===== config.mk =====
export PLATFORM = sky130hd
export DESIGN_NAME = rld_top
export DESIGN_NICKNAME = d
export VERILOG_FILES = /design/src/common/rld_pkg.sv /design/src/hw/rld_filt.sv /design/src/hw/rld_ahb.sv /design/src/hw/rld_top.sv
export SDC_FILE = /design/constraint.sdc
export NUM_CORES = 1
export LEC_CHECK = 0
export ABC_CLOCK_PERIOD_IN_PS = 3500
export BUFFER_PORTS_ARGS = -buffer_cell sky130_fd_sc_hd__buf_2
export CORE_MARGIN = 2
export CORE_UTILIZATION = 25
export CTS_BUF_LIST = sky130_fd_sc_hd__clkbuf_8 sky130_fd_sc_hd__clkbuf_16
export DETAILED_ROUTE_END_ITERATION = 10
export PLACE_DENSITY = 0.44
export SKIP_CTS_REPAIR_TIMING = 1
export SYNTH_ARGS = -nofsm -noshare
export SYNTH_HDL_FRONTEND = slang
export SYNTH_HIERARCHICAL = 1
export SYNTH_SLANG_ARGS = --single-unit
export TNS_END_PERCENT = 30

===== constraint.sdc =====
create_clock -name clk_i -period 3.5 [get_ports clk_i]
set_input_delay 0.35 -clock clk_i [delete_from_list [all_inputs] [get_ports clk_i]]
set_output_delay 0.35 -clock clk_i [all_outputs]
set_load 0.02 [all_outputs]

===== src/common/rld_pkg.sv =====
// constants, types and helpers for the relay low-side driver control block
//
// Contract
// - six independent relay channels, each with own overcurrent protection and diagnosis.
// - each channel follows the on/off command written by the microcontroller.
// - device reset forces every channel off except a held channel one or two; global output disable forces every channel off.
// - channels one and two hold on from reset falling edge for 400-800 ms.
// - held channel switches off when hold time expires without microcontroller takeover.
// - hold applies only while the battery-low indication is active.
// - hold enabled per channel by two bits of config register seven.
// - overcurrent qualified after persisting 2 to 5 us, typically 4 us.
// - off-state open load and short to ground qualified after 35-65 us.
// - off-state diagnosis ignored for 300-500 us after switch-off.
// - qualified overcurrent turns channel off through the fast turn-off path.
// - 2-bit code per channel: 11 ok, 01 open, 10 overcurrent, 00 ground.
// - detected fault stays latched until the next diagnosis read clears it.
// - tripped channel restarts on command low-high, or at diagnosis read.
// - first off-state fault kept; only later on-state overcurrent overwrites it.
package rld_pkg;

  // ****************************************
  // sizes
  // ****************************************
  localparam int NCH = 6;
  localparam int NHOLD = 2;
  localparam int AW = 8;

  // ****************************************
  // timing
  // ****************************************
  localparam int CLK_MHZ = 200;
  localparam int OCUR_FILT_NS = 4000;
  localparam int DIAG_FILT_US = 50;
  localparam int BLANK_US = 400;
  localparam int HOLD_MS = 600;
  localparam int OCUR_FILT_CYC = (OCUR_FILT_NS * CLK_MHZ + 999) / 1000;
  localparam int DIAG_FILT_CYC = DIAG_FILT_US * CLK_MHZ;
  localparam int BLANK_CYC = BLANK_US * CLK_MHZ;
  localparam int HOLD_CYC = HOLD_MS * 1000 * CLK_MHZ;

  // ****************************************
  // register map
  // ****************************************
  localparam logic [AW-1:0] REG_CMD = 8'h00;
  localparam logic [AW-1:0] REG_CTRL = 8'h04;
  localparam logic [AW-1:0] REG_CONF7 = 8'h08;
  localparam logic [AW-1:0] REG_DIAG = 8'h0C;
  localparam logic [AW-1:0] REG_STAT = 8'h10;
  localparam logic [NCH-1:0] CMD_RST = 6'h00;
  localparam logic CTRL_RST = 1'b0;
  localparam logic [NHOLD-1:0] CONF7_RST = 2'h0;
  localparam int CTRL_DIS_BIT = 0;
  localparam int CONF7_EN_LSB = 0;
  localparam int STAT_RUN_LSB = 6;
  localparam int STAT_EXP_LSB = 8;

  // ****************************************
  // fault codes
  // ****************************************
  localparam logic [1:0] FC_OK = 2'h3;
  localparam logic [1:0] FC_OPEN = 2'h1;
  localparam logic [1:0] FC_SHORT_BAT = 2'h2;
  localparam logic [1:0] FC_SHORT_GND = 2'h0;

  typedef enum logic [1:0] {
    HOLD_IDLE = 2'b00,
    HOLD_RUN = 2'b01,
    HOLD_EXP = 2'b11
  } rld_hold_t;

  // off-state code from the low comparator
  function automatic logic [1:0] rld_off_code(input logic below_low);
    rld_off_code = below_low ? FC_SHORT_GND : FC_OPEN;
  endfunction : rld_off_code

endpackage : rld_pkg


===== src/hw/rld_filt.sv =====
// persistence filter: hit once the condition held for CYC clocks
`timescale 1ns/1ps
module rld_filt #(
  parameter int unsigned CYC = 1
) (
  input wire logic clk_i,
  input wire logic reset_i,
  input wire logic cond_i,
  output logic hit_o
);
  import rld_pkg::*;

  localparam int W = $clog2(CYC + 1);

  logic [W-1:0] cnt_q;

  // ****************************************
  // saturating persistence counter
  // ****************************************
  always_ff @(posedge clk_i) begin
    if (reset_i || !cond_i) begin
      cnt_q <= '0;
    end else if (cnt_q != W'(CYC)) begin
      cnt_q <= cnt_q + 1'b1;
    end
  end

  assign hit_o = (cnt_q == W'(CYC));

endmodule : rld_filt


===== src/hw/rld_ahb.sv =====
// zero-wait AHB-Lite slave front end for the relay control registers
`timescale 1ns/1ps
module rld_ahb (
  input wire logic clk_i,
  input wire logic reset_i,
  input wire logic hsel_i,
  input wire logic [31:0] haddr_i,
  input wire logic [1:0] htrans_i,
  input wire logic hwrite_i,
  input wire logic [2:0] hsize_i,
  input wire logic hready_i,
  input wire logic [31:0] hwdata_i,
  output logic [31:0] hrdata_o,
  output logic hreadyout_o,
  output logic hresp_o,
  input wire logic [31:0] rdata_i,
  output logic rd_o,
  output logic [rld_pkg::AW-1:0] raddr_o,
  output logic wr_o,
  output logic [rld_pkg::AW-1:0] waddr_o,
  output logic [31:0] wdata_o
);
  import rld_pkg::*;

  logic acc;
  logic wr_q;
  logic [AW-1:0] waddr_q;
  logic [31:0] hrdata_q;

  // ****************************************
  // address phase
  // ****************************************
  assign acc = hsel_i & htrans_i[1] & hready_i;
  assign rd_o = acc & ~hwrite_i;
  assign raddr_o = haddr_i[AW-1:0];

  always_ff @(posedge clk_i) begin
    if (reset_i) begin
      wr_q <= 1'b0;
      waddr_q <= '0;
    end else begin
      wr_q <= acc & hwrite_i;
      if (acc) begin
        waddr_q <= haddr_i[AW-1:0];
      end
    end
  end

  // ****************************************
  // data phase
  // ****************************************
  always_ff @(posedge clk_i) begin
    if (reset_i) begin
      hrdata_q <= 32'h0000_0000;
    end else if (rd_o) begin
      hrdata_q <= rdata_i;
    end
  end

  assign wr_o = wr_q;
  assign waddr_o = waddr_q;
  assign wdata_o = hwdata_i;
  assign hrdata_o = hrdata_q;
  assign hreadyout_o = 1'b1;
  assign hresp_o = 1'b0;

endmodule : rld_ahb


===== src/hw/rld_top.sv =====
// six-channel relay low-side driver control with diagnosis and low-battery hold
`timescale 1ns/1ps
module rld_top #(
  parameter int unsigned DIAG_FILT_CYC = rld_pkg::DIAG_FILT_CYC,
  parameter int unsigned BLANK_CYC = rld_pkg::BLANK_CYC,
  parameter int unsigned HOLD_CYC = rld_pkg::HOLD_CYC
) (
  input wire logic clk_i,
  input wire logic reset_i,
  input wire logic hsel_i,
  input wire logic [31:0] haddr_i,
  input wire logic [1:0] htrans_i,
  input wire logic hwrite_i,
  input wire logic [2:0] hsize_i,
  input wire logic hready_i,
  input wire logic [31:0] hwdata_i,
  output logic [31:0] hrdata_o,
  output logic hreadyout_o,
  output logic hresp_o,
  input wire logic device_reset_signal_n_i,
  input wire logic battery_low_level_i,
  input wire logic [rld_pkg::NCH-1:0] overcurrent_fault_i,
  input wire logic [rld_pkg::NCH-1:0] below_low_diag_threshold_i,
  input wire logic [rld_pkg::NCH-1:0] below_high_diag_threshold_i,
  output logic [rld_pkg::NCH-1:0] drive_on_o,
  output logic [rld_pkg::NCH-1:0] fast_off_o,
  output logic [rld_pkg::NHOLD-1:0] hold_active_o
);
  import rld_pkg::*;

  localparam int BW = $clog2(BLANK_CYC + 1);
  localparam int HW = $clog2(HOLD_CYC + 1);

  logic rd;
  logic wr;
  logic [AW-1:0] raddr;
  logic [AW-1:0] waddr;
  logic [31:0] wdata;
  logic [31:0] rdata;
  logic diag_rd;

  logic [NCH-1:0] cmd_q;
  logic outdis_q;
  logic [NHOLD-1:0] lb_en_q;
  logic devrst_n_q;
  logic rst_fall;

  logic [NCH-1:0] on_q;
  logic [NCH-1:0] on_d;
  logic [NCH-1:0] trip_q;
  logic [NCH-1:0] ocur_hit;
  logic [NCH-1:0] gnd_hit;
  logic [NCH-1:0] open_hit;
  logic [NCH-1:0] diag_en;
  logic [NCH-1:0][1:0] code_q;
  logic [NCH-1:0][BW-1:0] blank_q;

  rld_hold_t hold_q [NHOLD];
  logic [NHOLD-1:0][HW-1:0] hold_cnt_q;
  logic [NHOLD-1:0] hold_start;
  logic [NHOLD-1:0] hold_on;
  logic [NHOLD-1:0] hold_clr;
  logic [NHOLD-1:0] hold_run;
  logic [NHOLD-1:0] hold_exp;
  logic [NCH-1:0] hold_vec;
  logic [NCH-1:0] hold_clr_vec;

  // ****************************************
  // bus slave
  // ****************************************
  rld_ahb u_ahb (
    .clk_i(clk_i),
    .reset_i(reset_i),
    .hsel_i(hsel_i),
    .haddr_i(haddr_i),
    .htrans_i(htrans_i),
    .hwrite_i(hwrite_i),
    .hsize_i(hsize_i),
    .hready_i(hready_i),
    .hwdata_i(hwdata_i),
    .hrdata_o(hrdata_o),
    .hreadyout_o(hreadyout_o),
    .hresp_o(hresp_o),
    .rdata_i(rdata),
    .rd_o(rd),
    .raddr_o(raddr),
    .wr_o(wr),
    .waddr_o(waddr),
    .wdata_o(wdata)
  );

  assign diag_rd = rd & (raddr == REG_DIAG);

  // ****************************************
  // command register
  // ****************************************
  always_ff @(posedge clk_i) begin
    if (reset_i) begin
      cmd_q <= CMD_RST;
    end else if (wr && (waddr == REG_CMD)) begin
      cmd_q <= wdata[NCH-1:0];
    end else begin
      cmd_q <= cmd_q & ~hold_clr_vec;
    end
  end

  // ****************************************
  // control and config register seven
  // ****************************************
  always_ff @(posedge clk_i) begin
    if (reset_i) begin
      outdis_q <= CTRL_RST;
    end else if (wr && (waddr == REG_CTRL)) begin
      outdis_q <= wdata[CTRL_DIS_BIT];
    end
  end

  always_ff @(posedge clk_i) begin
    if (reset_i) begin
      lb_en_q <= CONF7_RST;
    end else if (wr && (waddr == REG_CONF7)) begin
      lb_en_q <= wdata[CONF7_EN_LSB +: NHOLD];
    end
  end

  // ****************************************
  // read mux
  // ****************************************
  always_comb begin
    case (raddr)
      REG_CMD: rdata = 32'(cmd_q);
      REG_CTRL: rdata = 32'(outdis_q);
      REG_CONF7: rdata = 32'(lb_en_q);
      REG_DIAG: rdata = 32'(code_q);
      REG_STAT: begin
        rdata = 32'(on_q);
        rdata[STAT_RUN_LSB +: NHOLD] = hold_run;
        rdata[STAT_EXP_LSB +: NHOLD] = hold_exp;
      end
      default: rdata = 32'h0000_0000;
    endcase
  end

  // ****************************************
  // device reset edge
  // ****************************************
  always_ff @(posedge clk_i) begin
    if (reset_i) begin
      devrst_n_q <= 1'b1;
    end else begin
      devrst_n_q <= device_reset_signal_n_i;
    end
  end

  assign rst_fall = devrst_n_q & ~device_reset_signal_n_i;

  // ****************************************
  // low-battery hold
  // ****************************************
  for (genvar h = 0; h < NHOLD; h++) begin : g_hold
    assign hold_run[h] = (hold_q[h] == HOLD_RUN);
    assign hold_exp[h] = (hold_q[h] == HOLD_EXP);
    assign hold_start[h] = (hold_q[h] == HOLD_IDLE) & rst_fall & battery_low_level_i
                           & lb_en_q[h] & on_q[h];
    assign hold_clr[h] = hold_run[h] & (hold_cnt_q[h] == '0) & ~device_reset_signal_n_i
                         & battery_low_level_i;
    assign hold_on[h] = hold_start[h] | (hold_run[h] & ~hold_clr[h]);

    always_ff @(posedge clk_i) begin
      if (reset_i) begin
        hold_q[h] <= HOLD_IDLE;
        hold_cnt_q[h] <= '0;
      end else begin
        case (hold_q[h])
          HOLD_IDLE: begin
            if (hold_start[h]) begin
              hold_q[h] <= HOLD_RUN;
              hold_cnt_q[h] <= HW'(HOLD_CYC - 1);
            end
          end
          HOLD_RUN: begin
            if (device_reset_signal_n_i || !battery_low_level_i) begin
              hold_q[h] <= HOLD_IDLE;
            end else if (hold_cnt_q[h] == '0) begin
              hold_q[h] <= HOLD_EXP;
            end else begin
              hold_cnt_q[h] <= hold_cnt_q[h] - 1'b1;
            end
          end
          HOLD_EXP: begin
            if (device_reset_signal_n_i) begin
              hold_q[h] <= HOLD_IDLE;
            end
          end
          default: hold_q[h] <= HOLD_IDLE;
        endcase
      end
    end
  end

  assign hold_vec = NCH'(hold_on);
  assign hold_clr_vec = NCH'(hold_clr);
  assign hold_active_o = hold_run;

  // ****************************************
  // per-channel switching and diagnosis
  // ****************************************
  for (genvar c = 0; c < NCH; c++) begin : g_ch
    assign on_d[c] = ~outdis_q & ~trip_q[c]
                     & (hold_vec[c] | (cmd_q[c] & device_reset_signal_n_i));
    assign diag_en[c] = ~on_q[c] & (blank_q[c] == '0);

    rld_filt #(
      .CYC(OCUR_FILT_CYC)
    ) u_ocur (
      .clk_i(clk_i),
      .reset_i(reset_i),
      .cond_i(overcurrent_fault_i[c] & on_q[c]),
      .hit_o(ocur_hit[c])
    );

    rld_filt #(
      .CYC(DIAG_FILT_CYC)
    ) u_gnd (
      .clk_i(clk_i),
      .reset_i(reset_i),
      .cond_i(diag_en[c] & below_low_diag_threshold_i[c]),
      .hit_o(gnd_hit[c])
    );

    rld_filt #(
      .CYC(DIAG_FILT_CYC)
    ) u_open (
      .clk_i(clk_i),
      .reset_i(reset_i),
      .cond_i(diag_en[c] & ~below_low_diag_threshold_i[c] & below_high_diag_threshold_i[c]),
      .hit_o(open_hit[c])
    );

    // output state
    always_ff @(posedge clk_i) begin
      if (reset_i) begin
        on_q[c] <= 1'b0;
      end else begin
        on_q[c] <= on_d[c];
      end
    end

    // overcurrent trip, set wins over restart
    always_ff @(posedge clk_i) begin
      if (reset_i) begin
        trip_q[c] <= 1'b0;
      end else if (ocur_hit[c]) begin
        trip_q[c] <= 1'b1;
      end else if (!cmd_q[c] || diag_rd) begin
        trip_q[c] <= 1'b0;
      end
    end

    // blanking after switch-off
    always_ff @(posedge clk_i) begin
      if (reset_i) begin
        blank_q[c] <= '0;
      end else if (on_q[c] && !on_d[c]) begin
        blank_q[c] <= BW'(BLANK_CYC);
      end else if (blank_q[c] != '0) begin
        blank_q[c] <= blank_q[c] - 1'b1;
      end
    end

    // fault latch, new fault wins over the read clear
    always_ff @(posedge clk_i) begin
      if (reset_i) begin
        code_q[c] <= FC_OK;
      end else if (ocur_hit[c] && !trip_q[c]) begin
        code_q[c] <= FC_SHORT_BAT;
      end else if ((gnd_hit[c] || open_hit[c]) && (code_q[c] == FC_OK || diag_rd)) begin
        code_q[c] <= rld_off_code(gnd_hit[c]);
      end else if (diag_rd) begin
        code_q[c] <= FC_OK;
      end
    end
  end

  // ****************************************
  // driver outputs
  // ****************************************
  assign drive_on_o = on_q;
  assign fast_off_o = trip_q;

endmodule : rld_top


---- Word-level counts from Yosys, hierarchy flattened ----
Memories as Yosys holds them, arrays and structs flattened.
Index checks and enable logic that the tools add are counted.
word-level totals
  memories kept ........................... 1
  bits in registers ....................... 459
  output and inout port bits .............. 48
  RAM bits ................................ 4
  word-level logic and storage cells ...... 515
memory list
  name    words  width  read ports  clocked after Yosys merged registers in  write ports  RTL line       RTL
  hold_q  2      2      2           0                                        2            rld_top.sv:58  rld_hold_t hold_q [NHOLD];
cells by class
  eq/ne operators ......................... 58
  bitwise gates (word level) .............. 109
  reduce and logical (&&, ||, !) cells .... 155
  mux-type cells .......................... 103
  add/sub/neg operators ................... 26
operators by type and width
  operator                                            count
  2-to-1 mux 17 bit                                   12
  adder 14 x 1 -> 14 bit, second input constant       12
  == test 14 bit, second input constant               12
  inequality test 14 bit, second input constant       12
  2-to-1 mux 27 bit                                   6
  case mux 27 bit (2 select lines)                    2
  zero test 17 bit                                    6
  nonzero test 17 bit                                 6
  subtractor 17 x 1 -> 17 bit, second input constant  6
  bitwise AND 1 bit                                   70
  2-to-1 mux 1 bit                                    64
  adder 10 x 1 -> 10 bit, second input constant       6
  == test 10 bit, second input constant               6
  inequality test 10 bit, second input constant       6
  case mux 12 bit (5 select lines)                    1
  zero test 27 bit                                    2
  subtractor 27 x 1 -> 27 bit, second input constant  2
  nonzero test 2 bit                                  20
  zero test 1 bit                                     37
  logical OR 1 bit                                    37
  2-to-1 mux 2 bit                                    17
  == test 8 x 4 -> 1 bit, second input constant       3
  OR reduction 2 bit                                  12
  inverter 1 bit                                      23
  15 further kinds                                    71

---- Logic depth before layout (Yosys ltp) ----
Gate-level depths: netlist of run 1.
  word-level depth ........................ 15
  mapped depth ............................ 11

---- By module ----
The synthesis of run 1 kept the hierarchy.
by module, submodules not included
  module                          times used  seq. area each (µm²)  area an instance (µm²)  cells each
  rld_top                         1           3923.8                9778.1                  1152
  rld_filt at g_ch[0].u_gnd ...   12          280.3                 705.7                   81
  rld_filt at g_ch[0].u_ocur ...  6           200.2                 491.7                   56
  rld_ahb                         1           820.8                 2182.1                  222

---- Least setup slack after synthesis of run 1 ----
No wires, ideal clock.
  path type ............................... flip-flop to flip-flop
  start point ............................. register blank_q[0] (netlist bit)
  end point ............................... register g_ch[0].u_open.cnt_q[2]
  data arrival time ....................... 2.753 ns
  library setup time ...................... 0.075 ns
  setup slack ............................. 0.672 ns
  cell stages (with the launch flop) ...... 11
  period minus slack after synthesis ...... 2.828 ns
  path through ............................ dfxtp_1 inv_1 ha_1 or4b_2 nor3b_1 nand2_1 nor4b_1 nor2b_1 clkbuf_1 nand3b_1 o22ai_1
on the way
  cells in the longest elaborated chain, start to end .. 6
RTL lines
  item                               RTL line        RTL
  from (decl)                        rld_top.sv:56   logic [NCH-1:0][BW-1:0] blank_q;
  from (signal, indexed assignment)  rld_top.sv:265  blank_q[c] <= BW'(BLANK_CYC);
  from (signal, indexed assignment)  rld_top.sv:267  blank_q[c] <= blank_q[c] - 1'b1;
  zero test 17 bit                   rld_top.sv:211  assign diag_en[c] = ~on_q[c] & (blank_q[c] == '0);
  bitwise AND 1 bit                  rld_top.sv:211
  bitwise AND 1 bit (2 in a row)     rld_top.sv:236  .cond_i(diag_en[c] & ~below_low_diag_threshold_i[c] & below_high_diag_threshold_i[c]),
  zero test 1 bit                    rld_filt.sv:21  if (reset_i || !cond_i) begin
  logical OR 1 bit                   rld_filt.sv:21
  to (signal assigned)               rld_filt.sv:24  cnt_q <= cnt_q + 1'b1;
  to (decl)                          rld_filt.sv:15  logic [W-1:0] cnt_q;
Every way passes these cells.
A chain may end at the register's enable or synchronous reset.

---- Worst setup path after layout of run 1 ----
Ends and elaborated chain as after synthesis.

==> results.json, run 1 <==
{
  "slew_headroom": 0.329,
  "clk_pin_slew_worst_paths_ps": 60,
  "whs_path_depth": 3,
  "worst_slack_ps": 521,
  "fp-row-count": 111,
  "wl_per_cell_um": 14.5,
  "nets": 2868,
  "cap_violations": 0,
  "syn_area_per_cell_um2": 8.73,
  "io_pins": 142,
  "cts_made_buffers": 55,
  "vdd_drop_max_uv": 320,
  "gp_congestion": 0.748,
  "cp-start-kind": "flip-flop",
  "preCtsSetupSlack_ps": 516,
  "period_minus_slack_ps": 2980,
  "final-hold-violation-count": 0,
  "antenna_found_initial": 4,
  "dieArea_um2": 95200,
  "setup_viol": 0,
  "pwr_density_cell_nw_per_um2": 599,
  "grt_max_degree": 102,
  "path_class": "reg2reg",
  "ant_nets": 0,
  "stdcell_count": 4015,
  "status": "finished, final reports clean",
  "final_cell_mix": "dfxtp_1, nand2_1, a21oi_1",
  "via_per_inst": 4.76,
  "hold_class": "in2reg",
  "start_util": 0.253,
  "finalClockSkew_ps": 23.7,
  "root_buffer": "clkbuf_16",
  "dieWidth_um": 309,
  "hpwl_mm": 40.3,
  "critPathTopFamily": "simple AND/OR/NAND/NOR gates",
  "grtUsageTotal": 0.120,
  "die_h_um": 309,
  "dp.cells": 3913,
  "yosys_warnings": 6,
  "fmaxAchievable_ghz": 0.336,
  "port_buffers": 85,
  "path_cells": "inv_1 -> ha_1 -> or4b_2 -> nor3b_1 -> nand2_1 -> nor4b_1 -> nor2b_1 -> nand3b_1 -> o22ai_1",
  "wl_mm": 58.2,
  "drc": 0,
  "worst_slew_pin_slew_ps": 998,
  "overflow": 0,
  "cp.arrival_ps": 3510,
  "final_common_cell": "dfxtp_1",
  "vias": 19100,
  "cts_tree": "yes",
  "rsz0062_at_grt": "no",
  "p_leak_nw": 8.54,
  "critPathBufInv": 1,
  "fin_crit_sh": 0.851,
  "final-max-slew-violation-count": 0,
  "drt_iter0_markers": 1055,
  "grt_pass1_vias": 17700,
  "area_growth_pct": 15.7,
  "reg2regPathDepth": 9,
  "clock_path_buffers": 3,
  "drive_gt1_frac": 0.106,
  "h-tree-depth": 2,
  "core_area_um2": 91800,
  "grt_pass1_wl_mm": 94.9,
  "critPathMaxStageDelay_ps": 630,
  "cp_max_fo": 8,
  "tns_ps": 0,
  "clock_latency_ps": 610,
  "critPathSlowestCell": "or4b_2",
  "crit_cells": 9,
  "syn_area_um2": 23200,
  "drtPass1Iterations": 5,
  "cp.required_ps": 4030,
  "cp-end-kind": "flip-flop",
  "syn_inst": 2656,
  "cts_sinks": 463
}
worst min-delay path, delay by kind of cell:
kind	cells	cell delay, ps
AND/OR/NAND/NOR	1	60
buffers and inverters	1	130
AO/OA/AOI/OAI	1	50
final timing paths:
check                                 start                 endpoint  slack (ps)
worst max register to register   blank_q[0]  g_ch[0].u_open/cnt_q[2]         520
worst min register to register  blank_q[67]              blank_q[67]         460
worst min-delay path            hwdata_i[1]                 cmd_q[1]          20
worst max-delay path             blank_q[0]  g_ch[0].u_open/cnt_q[2]         520
metrics by stage:
stage | hold WS [ps] | area, um^2 | power, mW | utilization
final | 24.8 | 26800 | 16.1 | 0.292
after global placement | 453 | 24900 | 10.1 | 0.271
after CTS | -69.6 | 26800 | 16.3 | 0.292
after global routing | 12.4 | 26800 | 17.1 | 0.292
after floorplan | 431 | 23300 | 9.22 | -
after detailed placement | 455 | 24900 | 10.1 | 0.271
metal layers:
metal / routed length (um) / GRT usage
met5: 13 / 0
met4: 1350 / 0.0341
met3: 1820 / 0.0193
met2: 24600 / 0.183
met1: 30400 / 0.174
power breakdown:
part | leakage [nW] | total (mW) | internal [mW] | switching (mW)
Combinational | 3.78 | 3.77 | 1.55 | 2.23
Sequential | 3.76 | 6.22 | 5.76 | 0.460
Clock | 0.999 | 6.09 | 3.74 | 2.35
Total | 8.54 | 16.1 | 11.0 | 5.03
sequential cells by signal (all words and copies together), names as in the netlist, 2 cells and up:
| register | flops |
|---|---|
| blank_q | 102 |
| g_ch.u_gnd/cnt_q | 84 |
| g_ch.u_open/cnt_q | 84 |
| g_ch.u_ocur/cnt_q | 60 |
| hold_cnt_q | 54 |
| u_ahb/hrdata_o | 32 |
| code_q | 12 |
| u_ahb/waddr_o | 8 |
| cmd_q | 6 |
| drive_on_o | 6 |
| fast_off_o | 6 |
| hold_q | 4 |
| lb_en_q | 2 |
cell type report:
type | instances | area, um^2
diodes | 1 | 2.50
clock buffers | 66 | 1530
clock inverters | 34 | 393
fillers | 9739 | 65000
inverters | 111 | 417
multi-input cells | 1979 | 12900
flip-flops and latches | 463 | 9310
well taps | 1243 | 1560
repair buffers | 118 | 682
(Power assumes the default switching activity.)
==> run 2, diff against run 1 <==
BUFFER_PORTS_ARGS = -buffer_cell sky130_fd_sc_hd__buf_4   (was -buffer_cell sky130_fd_sc_hd__buf_2)
HOLD_SLACK_MARGIN = 0.1   (was default)
SYNTH_HIERARCHICAL = default   (was 1)
==> run 2 against run 1 <==
  * Worst hold slack better by 200 ps
  * Synthesized cell count is 11% lower
  * Total power is 4.8% lower
  * Core utilization is 0.58 points higher
  * Sequential power is 5.0% lower
  * Die area is 11% lower
  * Clock power is 2% lower
  * Critical path depth is 2 lower
  * Critical endpoint is now g_ch[1].u_gnd.cnt_q[6]
==> results.json, run 2 <==
{
  "register_area_um2": 8910,
  "clk_pin_slew_worst_paths_ps": 60,
  "critPathTopFamily": "simple AND/OR/NAND/NOR gates",
  "wl_per_cell_um": 14.4,
  "die_h_um": 291,
  "worst_slew_pin_slew_ps": 978,
  "nets": 2606,
  "clock_path_buffers": 3,
  "ys_types": 73,
  "synth_edf_count": 4,
  "cap_violations": 0,
  "fin_crit_sh": 0.802,
  "switching_share": 0.308,
  "grt_pass1_wl_mm": 84.4,
  "worst_slack_ps": 691,
  "yosysTopAreaCell": "dfxtp_1",
  "seqPwrFrac": 0.386,
  "root_buffer": "clkbuf_16",
  "status": "finished, final reports clean",
  "clock_latency_ps": 610,
  "cts_made_buffers": 53,
  "cp-end-kind": "flip-flop",
  "p_clk_frac": 0.390,
  "hpwl_mm": 35.9,
  "drc": 0,
  "top_register": "blank_q",
  "cp-start-kind": "flip-flop",
  "fmaxAchievable_ghz": 0.356,
  "final_cell_mix": "dfxtp_1, nor2_1, xor2_1",
  "yosysSeqAreaShare": 0.433,
  "wl_met3_mm": 2.34,
  "cp.required_ps": 4000,
  "route.met2.wl_mm": 21.9,
  "grtUsageTotal": 0.120,
  "cts_sinks": 443,
  "preCtsSetupSlack_ps": 609,
  "tns_ps": 0,
  "ant_nets": 0,
  "antenna_found_initial": 1,
  "synth.area.top_cells": "dfxtp_1, xor2_1, nor2_1",
  "core_area_um2": 81700,
  "area_growth_pct": 18.4,
  "ys_ff_latch": 443,
  "overflow": 0,
  "synth_flop_cell": "dfxtp_1",
  "via_per_inst": 4.69,
  "fp-row-count": 105,
  "vdd_drop_max_uv": 395,
  "pwr_density_cell_nw_per_um2": 629,
  "worstReg2RegStart": "blank_q[17]",
  "p_comb_frac": 0.224,
  "critPathBufInv": 1,
  "fillers": 8618,
  "largestRegisters": "blank_q: 102 flops, g_ch.u_gnd.cnt_q: 84 flops, g_ch.u_open.cnt_q: 84 flops",
  "dieWidth_um": 291,
  "critPathMaxStageDelay_ps": 650,
  "cpMostUsedCell": "nor2_1",
  "drt_iter0_markers": 933,
  "yosys_warnings": 0,
  "grt_pass1_vias": 16200,
  "hold_class": "in2reg",
  "start_util": 0.252,
  "highest_layer": "met5",
  "antenna_cells_inserted": 0,
  "wl_met1_mm": 26.0,
  "io_pins": 142,
  "grt_max_degree": 43,
  "cts_tree": "yes",
  "port_buffers": 65,
  "gp_congestion": 0.776,
  "critPathSlowestCell": "or4b_2",
  "final_common_cell": "dfxtp_1",
  "period_minus_slack_ps": 2810,
  "drtPass1Iterations": 5,
  "final-hold-violation-count": 0,
  "h-tree-depth": 2,
  "power_switching_mw": 4.71,
  "vias": 16800,
  "cp.arrival_ps": 3310,
  "finalClockSkew_ps": 32.3,
  "rsz0062_at_grt": "no",
  "multiInputGateArea_um2": 11000,
  "synth_top_area_frac": 0.427,
  "min_from": "reset_i",
  "dieArea_um2": 84600,
  "yosysMostFrequentCell": "dfxtp_1",
  "setup_viol": 0,
  "crit_path_start": "blank_q[17]",
  "p_int_mw": 10.6,
  "cp_max_fo": 14,
  "largest_reg_flops": 102,
  "path_class": "reg2reg",
  "slew_headroom": 0.345,
  "r2r_setup_slack_ps": 690,
  "ys_top_cells_by_count": "dfxtp_1, nor2_1, xor2_1",
  "path_cells": "inv_1 -> ha_1 -> or4b_2 -> or3_1 -> nor2_1 -> nand3_1 -> nor2_1",
  "wl_mm": 51.3,
  "syn_inst": 2371,
  "syn_area_per_cell_um2": 8.67,
  "drive_gt1_frac": 0.0953,
  "syn_area_um2": 20600,
  "p_leak_nw": 8.51,
  "async_reset_ff_frac": 0,
  "final-max-slew-violation-count": 0
}
## run 2: worst reg2reg max path, delay by kind of cell (launching register included)
kind | cells | cell delay [ps]
simple gates | 5 | 2130
fa+ha+maj | 1 | 180
buf+inv | 1 | 90
flops | 1 | 320
## run 2: metrics by stage
stage / std cells / hold slack (ps) / power, mW / utilization / cell area [um^2]
floorplan: 2391 / 436 / 8.66 / - / 20600
global placement: 3465 / 442 / 9.35 / 0.273 / 22300
CTS: 3561 / -43.5 / 15.5 / 0.296 / 24200
detailed placement: 3465 / 448 / 9.42 / 0.273 / 22300
finish: 3577 / 225 / 15.3 / 0.298 / 24400
global route: 3577 / 221 / 16.3 / 0.298 / 24400
## run 2: path summary, 6_finish.rpt
path	to	depth (start not counted)
worst max-delay path	g_ch[1].u_gnd.cnt_q[6]	7
worst min-delay path	cmd_q[2]	2
worst max register to register	g_ch[1].u_gnd.cnt_q[6]	7
worst min register to register	u_ahb.hrdata_o[0]	2
## run 2: cells by family after synthesis
| logic type | Yosys count | synth area share |
|---|---|---|
| AOI/OAI and AO/OA | 330 | 0.102 |
| xor gates and xnor gates | 260 | 0.111 |
| adders and majority gates | 46 | 0.0280 |
| buffers and inverters | 165 | 0.0350 |
| DFF | 443 | 0.433 |
| muxes | 28 | 0.0146 |
| other | 2 | 0.000365 |
| and+or+nand+nor | 1097 | 0.276 |
## run 2: area by class of cell
cell class | instances | area share
Clock buffer | 66 | 0.0623
Clock inverter | 30 | 0.0158
Multi-Input combinational cell | 1783 | 0.453
Inverter | 70 | 0.0108
Timing Repair Buffer | 115 | 0.0376
Tap cell | 1070 | 0.0550
Sequential cell | 443 | 0.366
## run 2: power groups by stage
stage / Sequential, mW / Clock [mW] / Combinational (mW)
after floorplan: 5.92 / 0 / 2.74
after global placement: 6.00 / 0 / 3.35
after detailed placement: 6.01 / 0 / 3.41
after CTS: 5.91 / 6.19 / 3.43
after global routing: 5.99 / 6.37 / 3.92
final: 5.91 / 5.98 / 3.42
## run 2: metal layers
| layer | global-route usage | vias up |
|---|---|---|
| met3 | 0.0258 | 70 |
| met4 | 0.0355 | 2 |
| met2 | 0.186 | 215 |
| met5 | 0 | - |
| li1 | - | 8547 |
| met1 | 0.167 | 7960 |
==> run 3, diff against run 2 <==
ABC_AREA = 1   (was default)
ABC_CLOCK_PERIOD_IN_PS = 2800   (was 3500)
clock period = 2.8 ns   (was 3.5 ns; I/O delays follow)
==> run 3 against run 2 <==
  * Die area is 7.3% higher
  * Clock-buffer cell count is 7 higher
  * Flip-flop and latch count stayed put
  * Critical path depth is 4 lower
  * Wire length is 6.8% higher
  * Worst setup slack worse by 200 ps
  * Non-clock buffer count is 5 lower
  * Critical path type is now reg2out
==> results.json, run 3 <==
{
  "syn_area_um2": 22100,
  "io_pins": 142,
  "wl_per_cell_um": 12.4,
  "synth_flop_cell": "dfxtp_1",
  "ys_top_cells_by_count": "nand2_1, dfxtp_1, nor2_1",
  "gp_congestion": 0.785,
  "syn_inst": 3094,
  "yosys_warnings": 0,
  "cp-end-kind": "primary output",
  "rsz0062_at_grt": "no",
  "h-tree-depth": 2,
  "cp.arrival_ps": 2030,
  "yosysMostFrequentCell": "nand2_1",
  "dieWidth_um": 301,
  "cap_violations": 0,
  "ys_ff_latch": 443,
  "largest_reg_flops": 102,
  "drt_iter0_markers": 904,
  "grt_pass1_wl_mm": 90.6,
  "period_minus_slack_ps": 2310,
  "hold_class": "in2reg",
  "cp.required_ps": 2520,
  "ys_types": 61,
  "pwr_density_cell_nw_per_um2": 775,
  "cp_max_fo": 9,
  "nets": 3346,
  "clock_latency_ps": 600,
  "preCtsSetupSlack_ps": 492,
  "fmaxAchievable_ghz": 0.433,
  "worst_slew_pin_slew_ps": 1090,
  "largestRegisters": "blank_q: 102 flops, g_ch.u_gnd.cnt_q: 84 flops, g_ch.u_open.cnt_q: 84 flops",
  "dieArea_um2": 90800,
  "core_area_um2": 88000,
  "final-hold-violation-count": 0,
  "worst_slack_ps": 493,
  "fin_crit_sh": 0.824,
  "grt_pass1_vias": 17700,
  "setup_viol": 0,
  "wl_mm": 54.8,
  "clock_path_buffers": 3,
  "die_h_um": 301,
  "antenna_cells_inserted": 0,
  "area_growth_pct": 17.4,
  "grt_max_degree": 57,
  "grtUsageTotal": 0.120,
  "vdd_drop_max_uv": 507,
  "top_register": "blank_q",
  "hpwl_mm": 40.2,
  "final_common_cell": "nand2_1",
  "tns_ps": 0,
  "synth_edf_count": 4,
  "drive_gt1_frac": 0.0914,
  "fp-row-count": 109,
  "antenna_found_initial": 1,
  "p_leak_nw": 10.2,
  "drc": 0,
  "drtPass1Iterations": 5,
  "vias": 19000,
  "final-max-slew-violation-count": 0,
  "status": "finished, final reports clean",
  "path_class": "reg2out",
  "yosysTopAreaCell": "dfxtp_1",
  "ant_nets": 0,
  "final_cell_mix": "nand2_1, dfxtp_1, nor2_1",
  "overflow": 0,
  "slew_headroom": 0.270,
  "async_reset_ff_frac": 0,
  "cts_sinks": 443,
  "finalClockSkew_ps": 30.4,
  "syn_area_per_cell_um2": 7.14,
  "clk_pin_slew_worst_paths_ps": 60,
  "yosysSeqAreaShare": 0.403,
  "synth.area.top_cells": "dfxtp_1, nand2_1, nor2_1",
  "root_buffer": "clkbuf_16",
  "cp-start-kind": "flip-flop",
  "start_util": 0.251,
  "cts_made_buffers": 52,
  "port_buffers": 65,
  "synth_top_area_frac": 0.398,
  "via_per_inst": 4.30,
  "cts_tree": "yes"
}
-- run 3: metal layers --
| metal | GRT usage | wire length (um) | vias to the layer above |
|---|---|---|---|
| met5 | 0 | 0 | - |
| met4 | 0.0321 | 1100 | 0 |
| met3 | 0.0219 | 1970 | 70 |
| met2 | 0.188 | 23300 | 187 |
| met1 | 0.170 | 28400 | 8459 |
| li1 | - | - | 10300 |
-- run 3: cell families after synthesis --
group                    after synthesis  synth area share
XOR/XNOR                             117            0.0464
AND/OR/NAND/NOR                     1544             0.319
other                                  2          0.000340
flip-flops                           443             0.403
adder cells (fa/ha/maj)               46            0.0261
AO/OA/AOI/OAI                        488             0.119
buffers and inverters                454            0.0862
-- run 3: final cells by class --
cell class	count	area, um^2
Clock inverter	25	229
Tap cell	1165	1460
Clock buffer	73	1610
Sequential cell	443	8910
Multi-Input combinational cell	2217	11400
Timing Repair Buffer	110	928
Inverter	382	1440
Fill cell	9684	62000
-- run 3: critical path: stages (launching register included) --
cell and delay, ps:
edfxtp_1 420, nand2_1 210, clkinv_1 450, buf_4 330
-- run 3: power breakdown --
group,switching (mW),total (mW),internal (mW)
registers,0.564,7.53,6.97
logic,3.35,5.43,2.08
clock network,2.79,7.15,4.36
-- run 3: worst paths after layout --
path	slack [ps]	from	cells past startpoint	end
setup / recovery	490	hold_q[0][0]	3	hold_active_o[0]
hold / removal	110	below_high_diag_threshold_i[5]	3	g_ch[5].u_open.cnt_q[13]
setup reg to reg	660	hold_q[1][0]	9	hold_cnt_q[33]
hold reg to reg	460	u_ahb.waddr_o[7]	2	u_ahb.waddr_o[7]
-- run 3: stage by stage --
stage | hold slack, ps | total power [mW] | utilization | cells | cell area (um^2)
final | 113 | 20.1 | 0.295 | 4415 | 25900
after detailed placement | 443 | 13.1 | 0.271 | 4291 | 23800
after floorplan | 373 | 12.1 | - | 3114 | 22200
after CTS | -116 | 20.4 | 0.292 | 4389 | 25700
after global placement | 439 | 13.1 | 0.271 | 4291 | 23800
after global routing | 102 | 21.6 | 0.295 | 4415 | 25900
